--- config.mk ---
export PLATFORM = sky130hd
export DESIGN_NAME = pmc_top
export DESIGN_NICKNAME = d
export VERILOG_FILES = /design/src/verilog/pmc_pkg.sv /design/src/verilog/pmc_timer.sv /design/src/verilog/pmc_top.sv
export SDC_FILE = /design/constraint.sdc
export NUM_CORES = 1
export LEC_CHECK = 0
export BUFFER_PORTS_ARGS = -buffer_cell sky130_fd_sc_hd__buf_2
export CAP_MARGIN = 20
export CORE_UTILIZATION = 58
export DETAILED_ROUTE_END_ITERATION = 7
export PLACE_DENSITY = 0.75
export REMOVE_ABC_BUFFERS = 1
export SYNTH_ARGS = -nofsm -noshare
export SYNTH_HDL_FRONTEND = slang
export SYNTH_HIERARCHICAL = 1
export SYNTH_SLANG_ARGS = --single-unit
--- constraint.sdc ---
create_clock -name ref_clk -period 7.3 [get_ports ref_clk]
set_clock_uncertainty 0.1 [all_clocks]
set_input_delay 0.73 -clock ref_clk [delete_from_list [all_inputs] [get_ports ref_clk]]
set_output_delay 0.73 -clock ref_clk [all_outputs]
set_load 0.05 [all_outputs]
--- src/verilog/pmc_pkg.sv ---
// constants, register map and types of the proximity measurement control block
package pmc_pkg;

  // clock
  localparam int unsigned CLK_MHZ          = 20;
  // time bases
  localparam real         IT_BASE_US       = 12.5;
  localparam real         IT_UNIT_US       = 25.0;
  localparam real         WAIT_UNIT_MS     = 2.5;
  localparam int unsigned IT_BASE_CYC      = int'($ceil(IT_BASE_US * CLK_MHZ));
  localparam int unsigned IT_UNIT_CYC      = int'($ceil(IT_UNIT_US * CLK_MHZ));
  localparam int unsigned WAIT_UNIT_CYC_DEF = int'($ceil(WAIT_UNIT_MS * 1000.0 * CLK_MHZ));
  localparam int unsigned CNT_W            = 24;
  // serial bus address, value arbitrary
  localparam logic [6:0]  DEV_ADDR_DEF     = 7'h3A;

  // command codes
  localparam logic [7:0]  CMD_MEAS         = 8'h00;
  localparam logic [7:0]  CMD_TIME         = 8'h01;
  localparam logic [7:0]  CMD_EMIT         = 8'h02;
  localparam logic [7:0]  CMD_STAT         = 8'h0D;

  // measurement_control fields
  localparam int unsigned ON_BIT           = 0;
  localparam int unsigned MODE_BIT         = 4;
  localparam int unsigned TRIG_BIT         = 5;
  localparam int unsigned CAL_BIT          = 7;
  localparam int unsigned SD_BIT           = 8;
  // integration_time_config fields
  localparam int unsigned WAIT_LSB         = 0;
  localparam int unsigned IT_LSB           = 8;
  // emitter_drive_config fields
  localparam int unsigned CUR_LSB          = 0;
  localparam int unsigned DRV_BIT          = 3;
  // status fields
  localparam int unsigned FIRST_BIT        = 0;
  localparam int unsigned ACTIVE_BIT       = 1;

  // reset values
  localparam logic        ON_RST           = 1'b0;
  localparam logic        MODE_RST         = 1'b0;
  localparam logic        SD_RST           = 1'b1;
  localparam logic [3:0]  IT_RST           = 4'h0;
  localparam logic [7:0]  WAIT_RST         = 8'h00;
  localparam logic [2:0]  CUR_RST          = 3'h0;
  localparam logic        DRV_RST          = 1'b0;
  // first code with the wide count range (200 us)
  localparam logic [3:0]  IT_WIDE_MIN      = 4'h8;
  localparam logic [2:0]  CUR_MIN_VALID    = 3'h2;

  typedef enum logic [2:0] {
    I2C_IDLE = 3'b000,
    I2C_RX   = 3'b001,
    I2C_ACK  = 3'b010,
    I2C_TX   = 3'b011,
    I2C_RACK = 3'b100
  } pmc_i2c_type;

  typedef enum logic [1:0] {
    MS_IDLE   = 2'b00,
    MS_ACTIVE = 2'b01,
    MS_WAIT   = 2'b10
  } pmc_meas_type;

endpackage

--- src/verilog/pmc_timer.sv ---
// down-counting interval timer: done pulses on the last cycle of a loaded interval
`timescale 1ns/10ps
`default_nettype none
module pmc_timer (
  input  wire logic                     ref_clk,
  input  wire logic                     rst,
  input  wire logic                     load,
  input  wire logic [pmc_pkg::CNT_W-1:0] value,
  output logic                          done
);
  logic [pmc_pkg::CNT_W-1:0] rem_q;
  logic [pmc_pkg::CNT_W-1:0] rem_d;

  // done is combinational so the caller leaves its state exactly on the boundary
  assign done = (rem_q == 24'h000001);

  always_comb begin
    rem_d = rem_q;
    if (load) begin
      rem_d = value;
    end else if (rem_q != 24'h000000) begin
      rem_d = rem_q - 24'h000001;
    end
  end

  always_ff @(posedge ref_clk) begin
    if (rst) begin
      rem_q <= 24'h000000;
    end else begin
      rem_q <= rem_d;
    end
  end
endmodule
`default_nettype wire

--- src/verilog/pmc_top.sv ---
// proximity measurement control: serial register slave, measurement sequencer, emitter timing
`timescale 1ns/10ps
`default_nettype none
module pmc_top #(
  parameter int unsigned WAIT_UNIT_CYC = pmc_pkg::WAIT_UNIT_CYC_DEF,
  parameter logic [6:0]  DEV_ADDR      = pmc_pkg::DEV_ADDR_DEF
) (
  input  wire logic       ref_clk,
  input  wire logic       rst,
  input  wire logic       scl_in,
  input  wire logic       sda_in,
  output logic            sda_out,
  output logic            sda_oe_n,
  output logic            sensor_powered,
  output logic            meas_active,
  output logic            meas_done,
  output logic            emitter_pulse,
  output logic [2:0]      emitter_current_code,
  output logic            emitter_current_valid,
  output logic            adc_wide_range,
  output logic            factory_cal_reload,
  output logic            first_detect
);

  ////////////////////////////////////////////////////////////////////////////
  // pin synchronisers; third stage only remembers the previous level
  logic scl_s1_q, scl_s2_q, scl_s3_q;
  logic sda_s1_q, sda_s2_q, sda_s3_q;

  always_ff @(posedge ref_clk) begin
    if (rst) begin
      scl_s1_q <= 1'b1;
      scl_s2_q <= 1'b1;
      scl_s3_q <= 1'b1;
      sda_s1_q <= 1'b1;
      sda_s2_q <= 1'b1;
      sda_s3_q <= 1'b1;
    end else begin
      scl_s1_q <= scl_in;
      scl_s2_q <= scl_s1_q;
      scl_s3_q <= scl_s2_q;
      sda_s1_q <= sda_in;
      sda_s2_q <= sda_s1_q;
      sda_s3_q <= sda_s2_q;
    end
  end

  logic scl_rise, scl_fall, bus_start, bus_stop;
  assign scl_rise  = scl_s2_q & ~scl_s3_q;
  assign scl_fall  = ~scl_s2_q & scl_s3_q;
  assign bus_start = scl_s2_q & scl_s3_q & ~sda_s2_q & sda_s3_q;
  assign bus_stop  = scl_s2_q & scl_s3_q & sda_s2_q & ~sda_s3_q;

  ////////////////////////////////////////////////////////////////////////////
  // serial slave: address, command code, then low and high data bytes
  pmc_pkg::pmc_i2c_type i2c_q, i2c_d;
  logic [7:0]  shift_q, shift_d;
  logic [3:0]  bit_q, bit_d;
  logic [1:0]  byte_q, byte_d;
  logic        rd_q, rd_d;
  logic        hi_q, hi_d;
  logic [7:0]  cmd_q, cmd_d;
  logic [7:0]  lo_q, lo_d;
  logic        wr_en;
  logic        stat_rd;
  logic [15:0] rd_word;

  always_comb begin
    i2c_d   = i2c_q;
    shift_d = shift_q;
    bit_d   = bit_q;
    byte_d  = byte_q;
    rd_d    = rd_q;
    hi_d    = hi_q;
    cmd_d   = cmd_q;
    lo_d    = lo_q;
    wr_en   = 1'b0;
    stat_rd = 1'b0;
    if (bus_start) begin
      i2c_d  = pmc_pkg::I2C_RX;
      bit_d  = 4'h0;
      byte_d = 2'h0;
      hi_d   = 1'b0;
    end else if (bus_stop) begin
      i2c_d = pmc_pkg::I2C_IDLE;
    end else begin
      unique case (i2c_q)
        pmc_pkg::I2C_IDLE: begin
        end
        pmc_pkg::I2C_RX: begin
          if (scl_rise) begin
            shift_d = {shift_q[6:0], sda_s2_q};
            bit_d   = bit_q + 4'h1;
          end else if (scl_fall && bit_q == 4'h8) begin
            i2c_d = pmc_pkg::I2C_ACK;
            if (byte_q == 2'h0) begin
              rd_d = shift_q[0];
              if (shift_q[7:1] != DEV_ADDR) begin
                i2c_d = pmc_pkg::I2C_IDLE;
              end
              byte_d = 2'h1;
            end else if (byte_q == 2'h1) begin
              cmd_d  = shift_q;
              byte_d = 2'h2;
            end else if (!hi_q) begin
              lo_d = shift_q;
              hi_d = 1'b1;
            end else begin
              wr_en = 1'b1;
              hi_d  = 1'b0;
            end
          end
        end
        pmc_pkg::I2C_ACK: begin
          if (scl_fall) begin
            bit_d = 4'h0;
            if (rd_q) begin
              i2c_d   = pmc_pkg::I2C_TX;
              shift_d = hi_q ? rd_word[15:8] : rd_word[7:0];
              stat_rd = ~hi_q & (cmd_q == pmc_pkg::CMD_STAT);
            end else begin
              i2c_d = pmc_pkg::I2C_RX;
            end
          end
        end
        pmc_pkg::I2C_TX: begin
          if (scl_fall) begin
            if (bit_q == 4'h7) begin
              i2c_d = pmc_pkg::I2C_RACK;
              hi_d  = ~hi_q;
            end else begin
              shift_d = {shift_q[6:0], 1'b1};
              bit_d   = bit_q + 4'h1;
            end
          end
        end
        pmc_pkg::I2C_RACK: begin
          // master nack ends the read; wait for stop
          if (scl_rise && sda_s2_q) begin
            i2c_d = pmc_pkg::I2C_IDLE;
          end else if (scl_fall) begin
            i2c_d   = pmc_pkg::I2C_TX;
            bit_d   = 4'h0;
            shift_d = hi_q ? rd_word[15:8] : rd_word[7:0];
            stat_rd = ~hi_q & (cmd_q == pmc_pkg::CMD_STAT);
          end
        end
        default: begin
          i2c_d = pmc_pkg::I2C_IDLE;
        end
      endcase
    end
  end

  always_ff @(posedge ref_clk) begin
    if (rst) begin
      i2c_q   <= pmc_pkg::I2C_IDLE;
      shift_q <= 8'h00;
      bit_q   <= 4'h0;
      byte_q  <= 2'h0;
      rd_q    <= 1'b0;
      hi_q    <= 1'b0;
      cmd_q   <= 8'h00;
      lo_q    <= 8'h00;
    end else begin
      i2c_q   <= i2c_d;
      shift_q <= shift_d;
      bit_q   <= bit_d;
      byte_q  <= byte_d;
      rd_q    <= rd_d;
      hi_q    <= hi_d;
      cmd_q   <= cmd_d;
      lo_q    <= lo_d;
    end
  end

  // open drain: only ever pulls low
  assign sda_out  = 1'b0;
  assign sda_oe_n = ~((i2c_q == pmc_pkg::I2C_ACK) |
                      ((i2c_q == pmc_pkg::I2C_TX) & ~shift_q[7]));

  logic [15:0] wr_word;
  assign wr_word = {shift_q, lo_q};

  ////////////////////////////////////////////////////////////////////////////
  // registers and measurement sequencer
  logic       on_q, on_d, mode_q, mode_d, trig_q, trig_d, cal_q, cal_d, sd_q, sd_d;
  logic [3:0] it_q, it_d;
  logic [7:0] wait_q, wait_d;
  logic [2:0] cur_q, cur_d;
  logic       drv_q, drv_d;
  logic       armed_q, armed_d, first_q, first_d;
  logic       emit_q, emit_d, done_q, done_d;
  pmc_pkg::pmc_meas_type ms_q, ms_d;
  logic                      tmr_load, tmr_done, run_ok;
  logic [pmc_pkg::CNT_W-1:0] tmr_value, it_cyc, wait_cyc;

  assign it_cyc   = (it_q == 4'h0) ? pmc_pkg::CNT_W'(pmc_pkg::IT_BASE_CYC)
                  : pmc_pkg::CNT_W'(32'(it_q) * pmc_pkg::IT_UNIT_CYC);
  assign wait_cyc = pmc_pkg::CNT_W'((32'(wait_q) + 32'd1) * WAIT_UNIT_CYC);
  assign run_ok   = on_q & ~sd_q;

  always_comb begin
    case (cmd_q)
      pmc_pkg::CMD_MEAS: rd_word = {7'h00, sd_q, cal_q, 1'b0, trig_q, mode_q, 3'h0, on_q};
      pmc_pkg::CMD_TIME: rd_word = {4'h0, it_q, wait_q};
      pmc_pkg::CMD_EMIT: rd_word = {12'h000, drv_q, cur_q};
      pmc_pkg::CMD_STAT: rd_word = {14'h0000, ms_q == pmc_pkg::MS_ACTIVE, first_q};
      default:           rd_word = 16'h0000;
    endcase
  end

  always_comb begin
    on_d      = on_q;
    mode_d    = mode_q;
    trig_d    = trig_q;
    cal_d     = 1'b0;
    sd_d      = sd_q;
    it_d      = it_q;
    wait_d    = wait_q;
    cur_d     = cur_q;
    drv_d     = drv_q;
    armed_d   = armed_q;
    first_d   = first_q;
    ms_d      = ms_q;
    done_d    = 1'b0;
    tmr_load  = 1'b0;
    tmr_value = it_cyc;
    unique case (ms_q)
      pmc_pkg::MS_IDLE: begin
        if (run_ok && (!mode_q || trig_q)) begin
          ms_d     = pmc_pkg::MS_ACTIVE;
          tmr_load = 1'b1;
        end
      end
      pmc_pkg::MS_ACTIVE: begin
        if (tmr_done) begin
          done_d = 1'b1;
          if (mode_q) begin
            ms_d   = pmc_pkg::MS_IDLE;
            trig_d = 1'b0;
          end else begin
            ms_d      = pmc_pkg::MS_WAIT;
            tmr_load  = 1'b1;
            tmr_value = wait_cyc;
          end
          if (armed_q) begin
            first_d = 1'b1;
            armed_d = 1'b0;
          end
        end
      end
      pmc_pkg::MS_WAIT: begin
        if (tmr_done || mode_q) begin
          ms_d = pmc_pkg::MS_IDLE;
        end
      end
      default: begin
        ms_d = pmc_pkg::MS_IDLE;
      end
    endcase
    // switching off aborts any measurement in progress
    if (!run_ok) begin
      ms_d = pmc_pkg::MS_IDLE;
    end
    if (stat_rd && !(first_d && !first_q)) begin
      first_d = 1'b0;  // read clears, a new detection wins
    end
    if (wr_en) begin
      unique case (cmd_q)
        pmc_pkg::CMD_MEAS: begin
          on_d   = wr_word[pmc_pkg::ON_BIT];
          mode_d = wr_word[pmc_pkg::MODE_BIT];
          sd_d   = wr_word[pmc_pkg::SD_BIT];
          cal_d  = wr_word[pmc_pkg::CAL_BIT];
          if (wr_word[pmc_pkg::TRIG_BIT]) begin
            trig_d = 1'b1;
          end
          if (sd_q && !wr_word[pmc_pkg::SD_BIT]) begin
            armed_d = 1'b1;
          end
          if (wr_word[pmc_pkg::SD_BIT]) begin
            armed_d = 1'b0;
          end
        end
        pmc_pkg::CMD_TIME: begin
          wait_d = wr_word[pmc_pkg::WAIT_LSB +: 8];
          it_d   = wr_word[pmc_pkg::IT_LSB +: 4];
        end
        pmc_pkg::CMD_EMIT: begin
          cur_d = wr_word[pmc_pkg::CUR_LSB +: 3];
          drv_d = wr_word[pmc_pkg::DRV_BIT];
        end
        default: begin
        end
      endcase
    end
    emit_d = (ms_d == pmc_pkg::MS_ACTIVE) & drv_q;
  end

  always_ff @(posedge ref_clk) begin
    if (rst) begin
      on_q    <= pmc_pkg::ON_RST;
      mode_q  <= pmc_pkg::MODE_RST;
      trig_q  <= 1'b0;
      cal_q   <= 1'b0;
      sd_q    <= pmc_pkg::SD_RST;
      it_q    <= pmc_pkg::IT_RST;
      wait_q  <= pmc_pkg::WAIT_RST;
      cur_q   <= pmc_pkg::CUR_RST;
      drv_q   <= pmc_pkg::DRV_RST;
      armed_q <= 1'b0;
      first_q <= 1'b0;
      emit_q  <= 1'b0;
      done_q  <= 1'b0;
      ms_q    <= pmc_pkg::MS_IDLE;
    end else begin
      on_q    <= on_d;
      mode_q  <= mode_d;
      trig_q  <= trig_d;
      cal_q   <= cal_d;
      sd_q    <= sd_d;
      it_q    <= it_d;
      wait_q  <= wait_d;
      cur_q   <= cur_d;
      drv_q   <= drv_d;
      armed_q <= armed_d;
      first_q <= first_d;
      emit_q  <= emit_d;
      done_q  <= done_d;
      ms_q    <= ms_d;
    end
  end

  pmc_timer u_timer (
    .ref_clk (ref_clk),
    .rst     (rst),
    .load    (tmr_load),
    .value   (tmr_value),
    .done    (tmr_done)
  );

  assign sensor_powered        = on_q;
  assign meas_active           = (ms_q == pmc_pkg::MS_ACTIVE);
  assign meas_done             = done_q;
  assign emitter_pulse         = emit_q;
  assign emitter_current_code  = cur_q;
  assign emitter_current_valid = (cur_q >= pmc_pkg::CUR_MIN_VALID);
  assign adc_wide_range        = (it_q >= pmc_pkg::IT_WIDE_MIN);
  assign factory_cal_reload    = cal_q;
  assign first_detect          = first_q;

endmodule
`default_nettype wire

==> out/results.ini <==
[drt]
num_vias=6448
antenna_left=0
wl_per_cell_um=17.2
via_per_inst=6.17
drt_iter0_markers=388
wirelength_um=18000
dr.pass1.iters=7
route.detailed.drc=0

[logic_synthesis]
yosys.cell_count.top_type=nand2_1
muxShareOfSynthArea_pct=2.35
yosysWarningCount=6
syn_area_sq_mm=0.00725
synthSimpleGateAreaFrac_pct=24.1
yosysSeqAreaShare_pct=25.4
postSynthAreaPerCell_sq_um=8.27
synthFlopType=dfxtp_1
synthAdderAreaFrac_pct=19.6
synth_compound_area_share_pct=18.3
synth_cells=877
synth_top_area_share_pct=25.4
ys_seq_elements=92
synth_top_family_by_area=simple AND/OR/NAND/NOR gates
netlist_top_cells_count=101 x nand2_1, 92 x dfxtp_1, 75 x ha_1
synth.largest_area_cell=dfxtp_1
ys_types=87
ys_async_sr_fraction_pct=0
synth_edf_count=0
synth_xor_area_share_pct=4.11
ys_top_cells_by_area=dfxtp_1 25%, ha_1 13%, fa_1 6.6%

[die]
dieWidth_um=114
dieArea_sq_mm=0.0130
core_sq_mm=0.0121
start_util_pct=59.9
die_h_um=114
fp-row-count=40
ioPinCount=17

[clocking]
cts_inserted_buffers=9
htreeDepth=3
post_cts_buffers=0
clkSinkCount=92
cts_resized=0
path_clk_slew_ps=80
insertion_delay_ps=360
cts_tree=built
clockBufferDepth=2
clockRootBuffer=clkbuf_16
hold_buffers=0

[run_status]
status=finished clean

[pwr]
p_per_area_mw_per_mm2=200
peakVddDrop_v=0.000114
p_leak_nw=3.24
power_mw=1.54

[worst_setup_path]
slowest_delay_ps=540
crit_top_cell=inv_1
r2r_cells=19
rrSetupSlack_ps=2400
cp_max_fo=8
critical_path.top_delay_family=adder cells
critPathRequiredTime_ps=7480
critPathArrivalTime_ps=5080
crit_type=reg2reg
cp_cell_sequence=inv_1 > ha_1 > inv_1 > ha_1 > inv_1 > fa_1 > inv_1 > ha_1 > inv_1 > fa_1 > inv_1 > ha_1 > a211oi_1 > o21bai_1 > a221oi_1 > xor2_1 > nor2_1 > nor2_1 > a311oi_2
worstSetupEndpointType=flip-flop
worstSetupStartpoint=wait_q[0]
r2r_start=wait_q[0]
cp-start-kind=flip-flop
slowest_stage=fa_1
path_buf_inv=6
r2r-end=u_timer/rem_q[16]

[final_layout]
utilization_pct=63.6
nNetsFinal=975
area_growth_pct=6.20
layout-drive-gt1-share_pct=8.21
antenna_cells=0
nFillCells=1063
design_area_sq_mm=0.00770
stdcell_count=1045

[timing]
finalHoldViolations=0
worst_slew_pin_slew_ps=1060
relSlewSlack_pct=28.4
setup_viol=0
fin_setup_tns_ps=0
setup_ws_ps=2400
rsz0062_at_grt=false
final_min_period_over_clock_period_pct=67.1
fmax_ghz=0.204
period_needed_ps=4900
drv_slew=0
whs_ps=311

[global_route]
grt_overflow=0
grt_first_pass_wirelength_um=29200
grt_max_degree=72
grt_usage_pct=28.5
antenna_found_initial=0
grt_pass1_vias=6105

[hold_path]
min_path_type=reg2reg
whs_endpoint=scl_s2_q
min_from=scl_s1_q
whs_path_depth=1

[placement]
place_area_sq_mm=0.00741
place_hpwl_um=13400
io_buffer_count=15
placed_cells=1029
gp_congestion=0.980
post-place-ws_ps=2470

[run]
cap_violations=0

==> layout make-up <==
cell class	count	area [sq um]	area share (%)
clock inverters	7	66.3	0.861
repair buffers	19	105	1.37
flip-flops and latches	92	1840	23.9
multi-input cells	677	4980	64.6
clock buffers	9	225	2.93
inverters	73	274	3.56
well taps	168	210	2.73
==> worst register-to-register path, delay by kind of cell, from the launching register on <==
kind	cells	cell delay [ps]
xor gates and xnor gates	1	110
DFF	1	490
adders and majority gates	6	2340
and+or+nand+nor	2	200
buffers and inverters	6	480
AOI/OAI and AO/OA	4	1090
==> cells in the final DEF (no fill, tap or decap), types with 7 or more instances in the layout <==
master	synthesis	layout
xor2_1	14	14
and3_1	9	9
buf_2	14	15
o21ai_0	29	29
dfxtp_1	92	92
ha_1	75	75
nand4_1	7	7
or4_1	11	11
clkbuf_16	0	9
nor4_1	14	14
fa_1	24	24
nor2_1	56	56
a21o_1	9	9
nand3_1	34	34
nor2b_1	7	7
nor3_1	19	19
inv_1	72	72
a21oi_1	73	73
a31oi_1	10	10
xnor2_1	20	20
a211oi_1	8	8
a22oi_1	9	9
mux2i_1	17	17
nand2_1	101	101
or2_2	10	10
or3_1	7	7
==> cell families after synthesis <==
kind of cell,Yosys count
other,1
AO/OA/AOI/OAI,204
multiplexers,17
XOR/XNOR,34
adder cells (fa/ha/maj),99
flip-flops,92
AND/OR/NAND/NOR,321
buffers and inverters,109
==> worst max path at each step <==
stage,slack (ps),endpoint,cells after the start
after CTS,2420,u_timer/rem_q[23],18
after detailed placement,2470,u_timer/rem_q[23],18
final,2400,u_timer/rem_q[16],19
after global placement,2610,u_timer/rem_q[16],19
after global routing,2110,u_timer/rem_q[21],18
after floorplan,2900,u_timer/rem_q[23],18
==> layer usage <==
layer / GRT usage [%] / wire length, um
met5: 0 / 0
met4: 15.2 / 714
met3: 3.99 / 786
met2: 48.7 / 8640
met1: 34.9 / 7880
==> sequential cells by signal, indices dropped and copies added (netlist names), 2 cells and up <==
signal                flops
bit_q                     4
byte_q                    2
cmd_q                     8
emitter_current_code      3
i2c_q                     3
it_q                      4
lo_q                      8
ms_q                      2
shift_q                   8
u_timer/rem_q            24
wait_q                    8
==> power breakdown <==
part           leakage, nW  switching, mW  internal, mW
clock                0.138          0.235         0.240
combinational         2.35          0.246         0.189
sequential           0.745         0.0690         0.557
No activity file was read; power rests on OpenSTA's default activity.
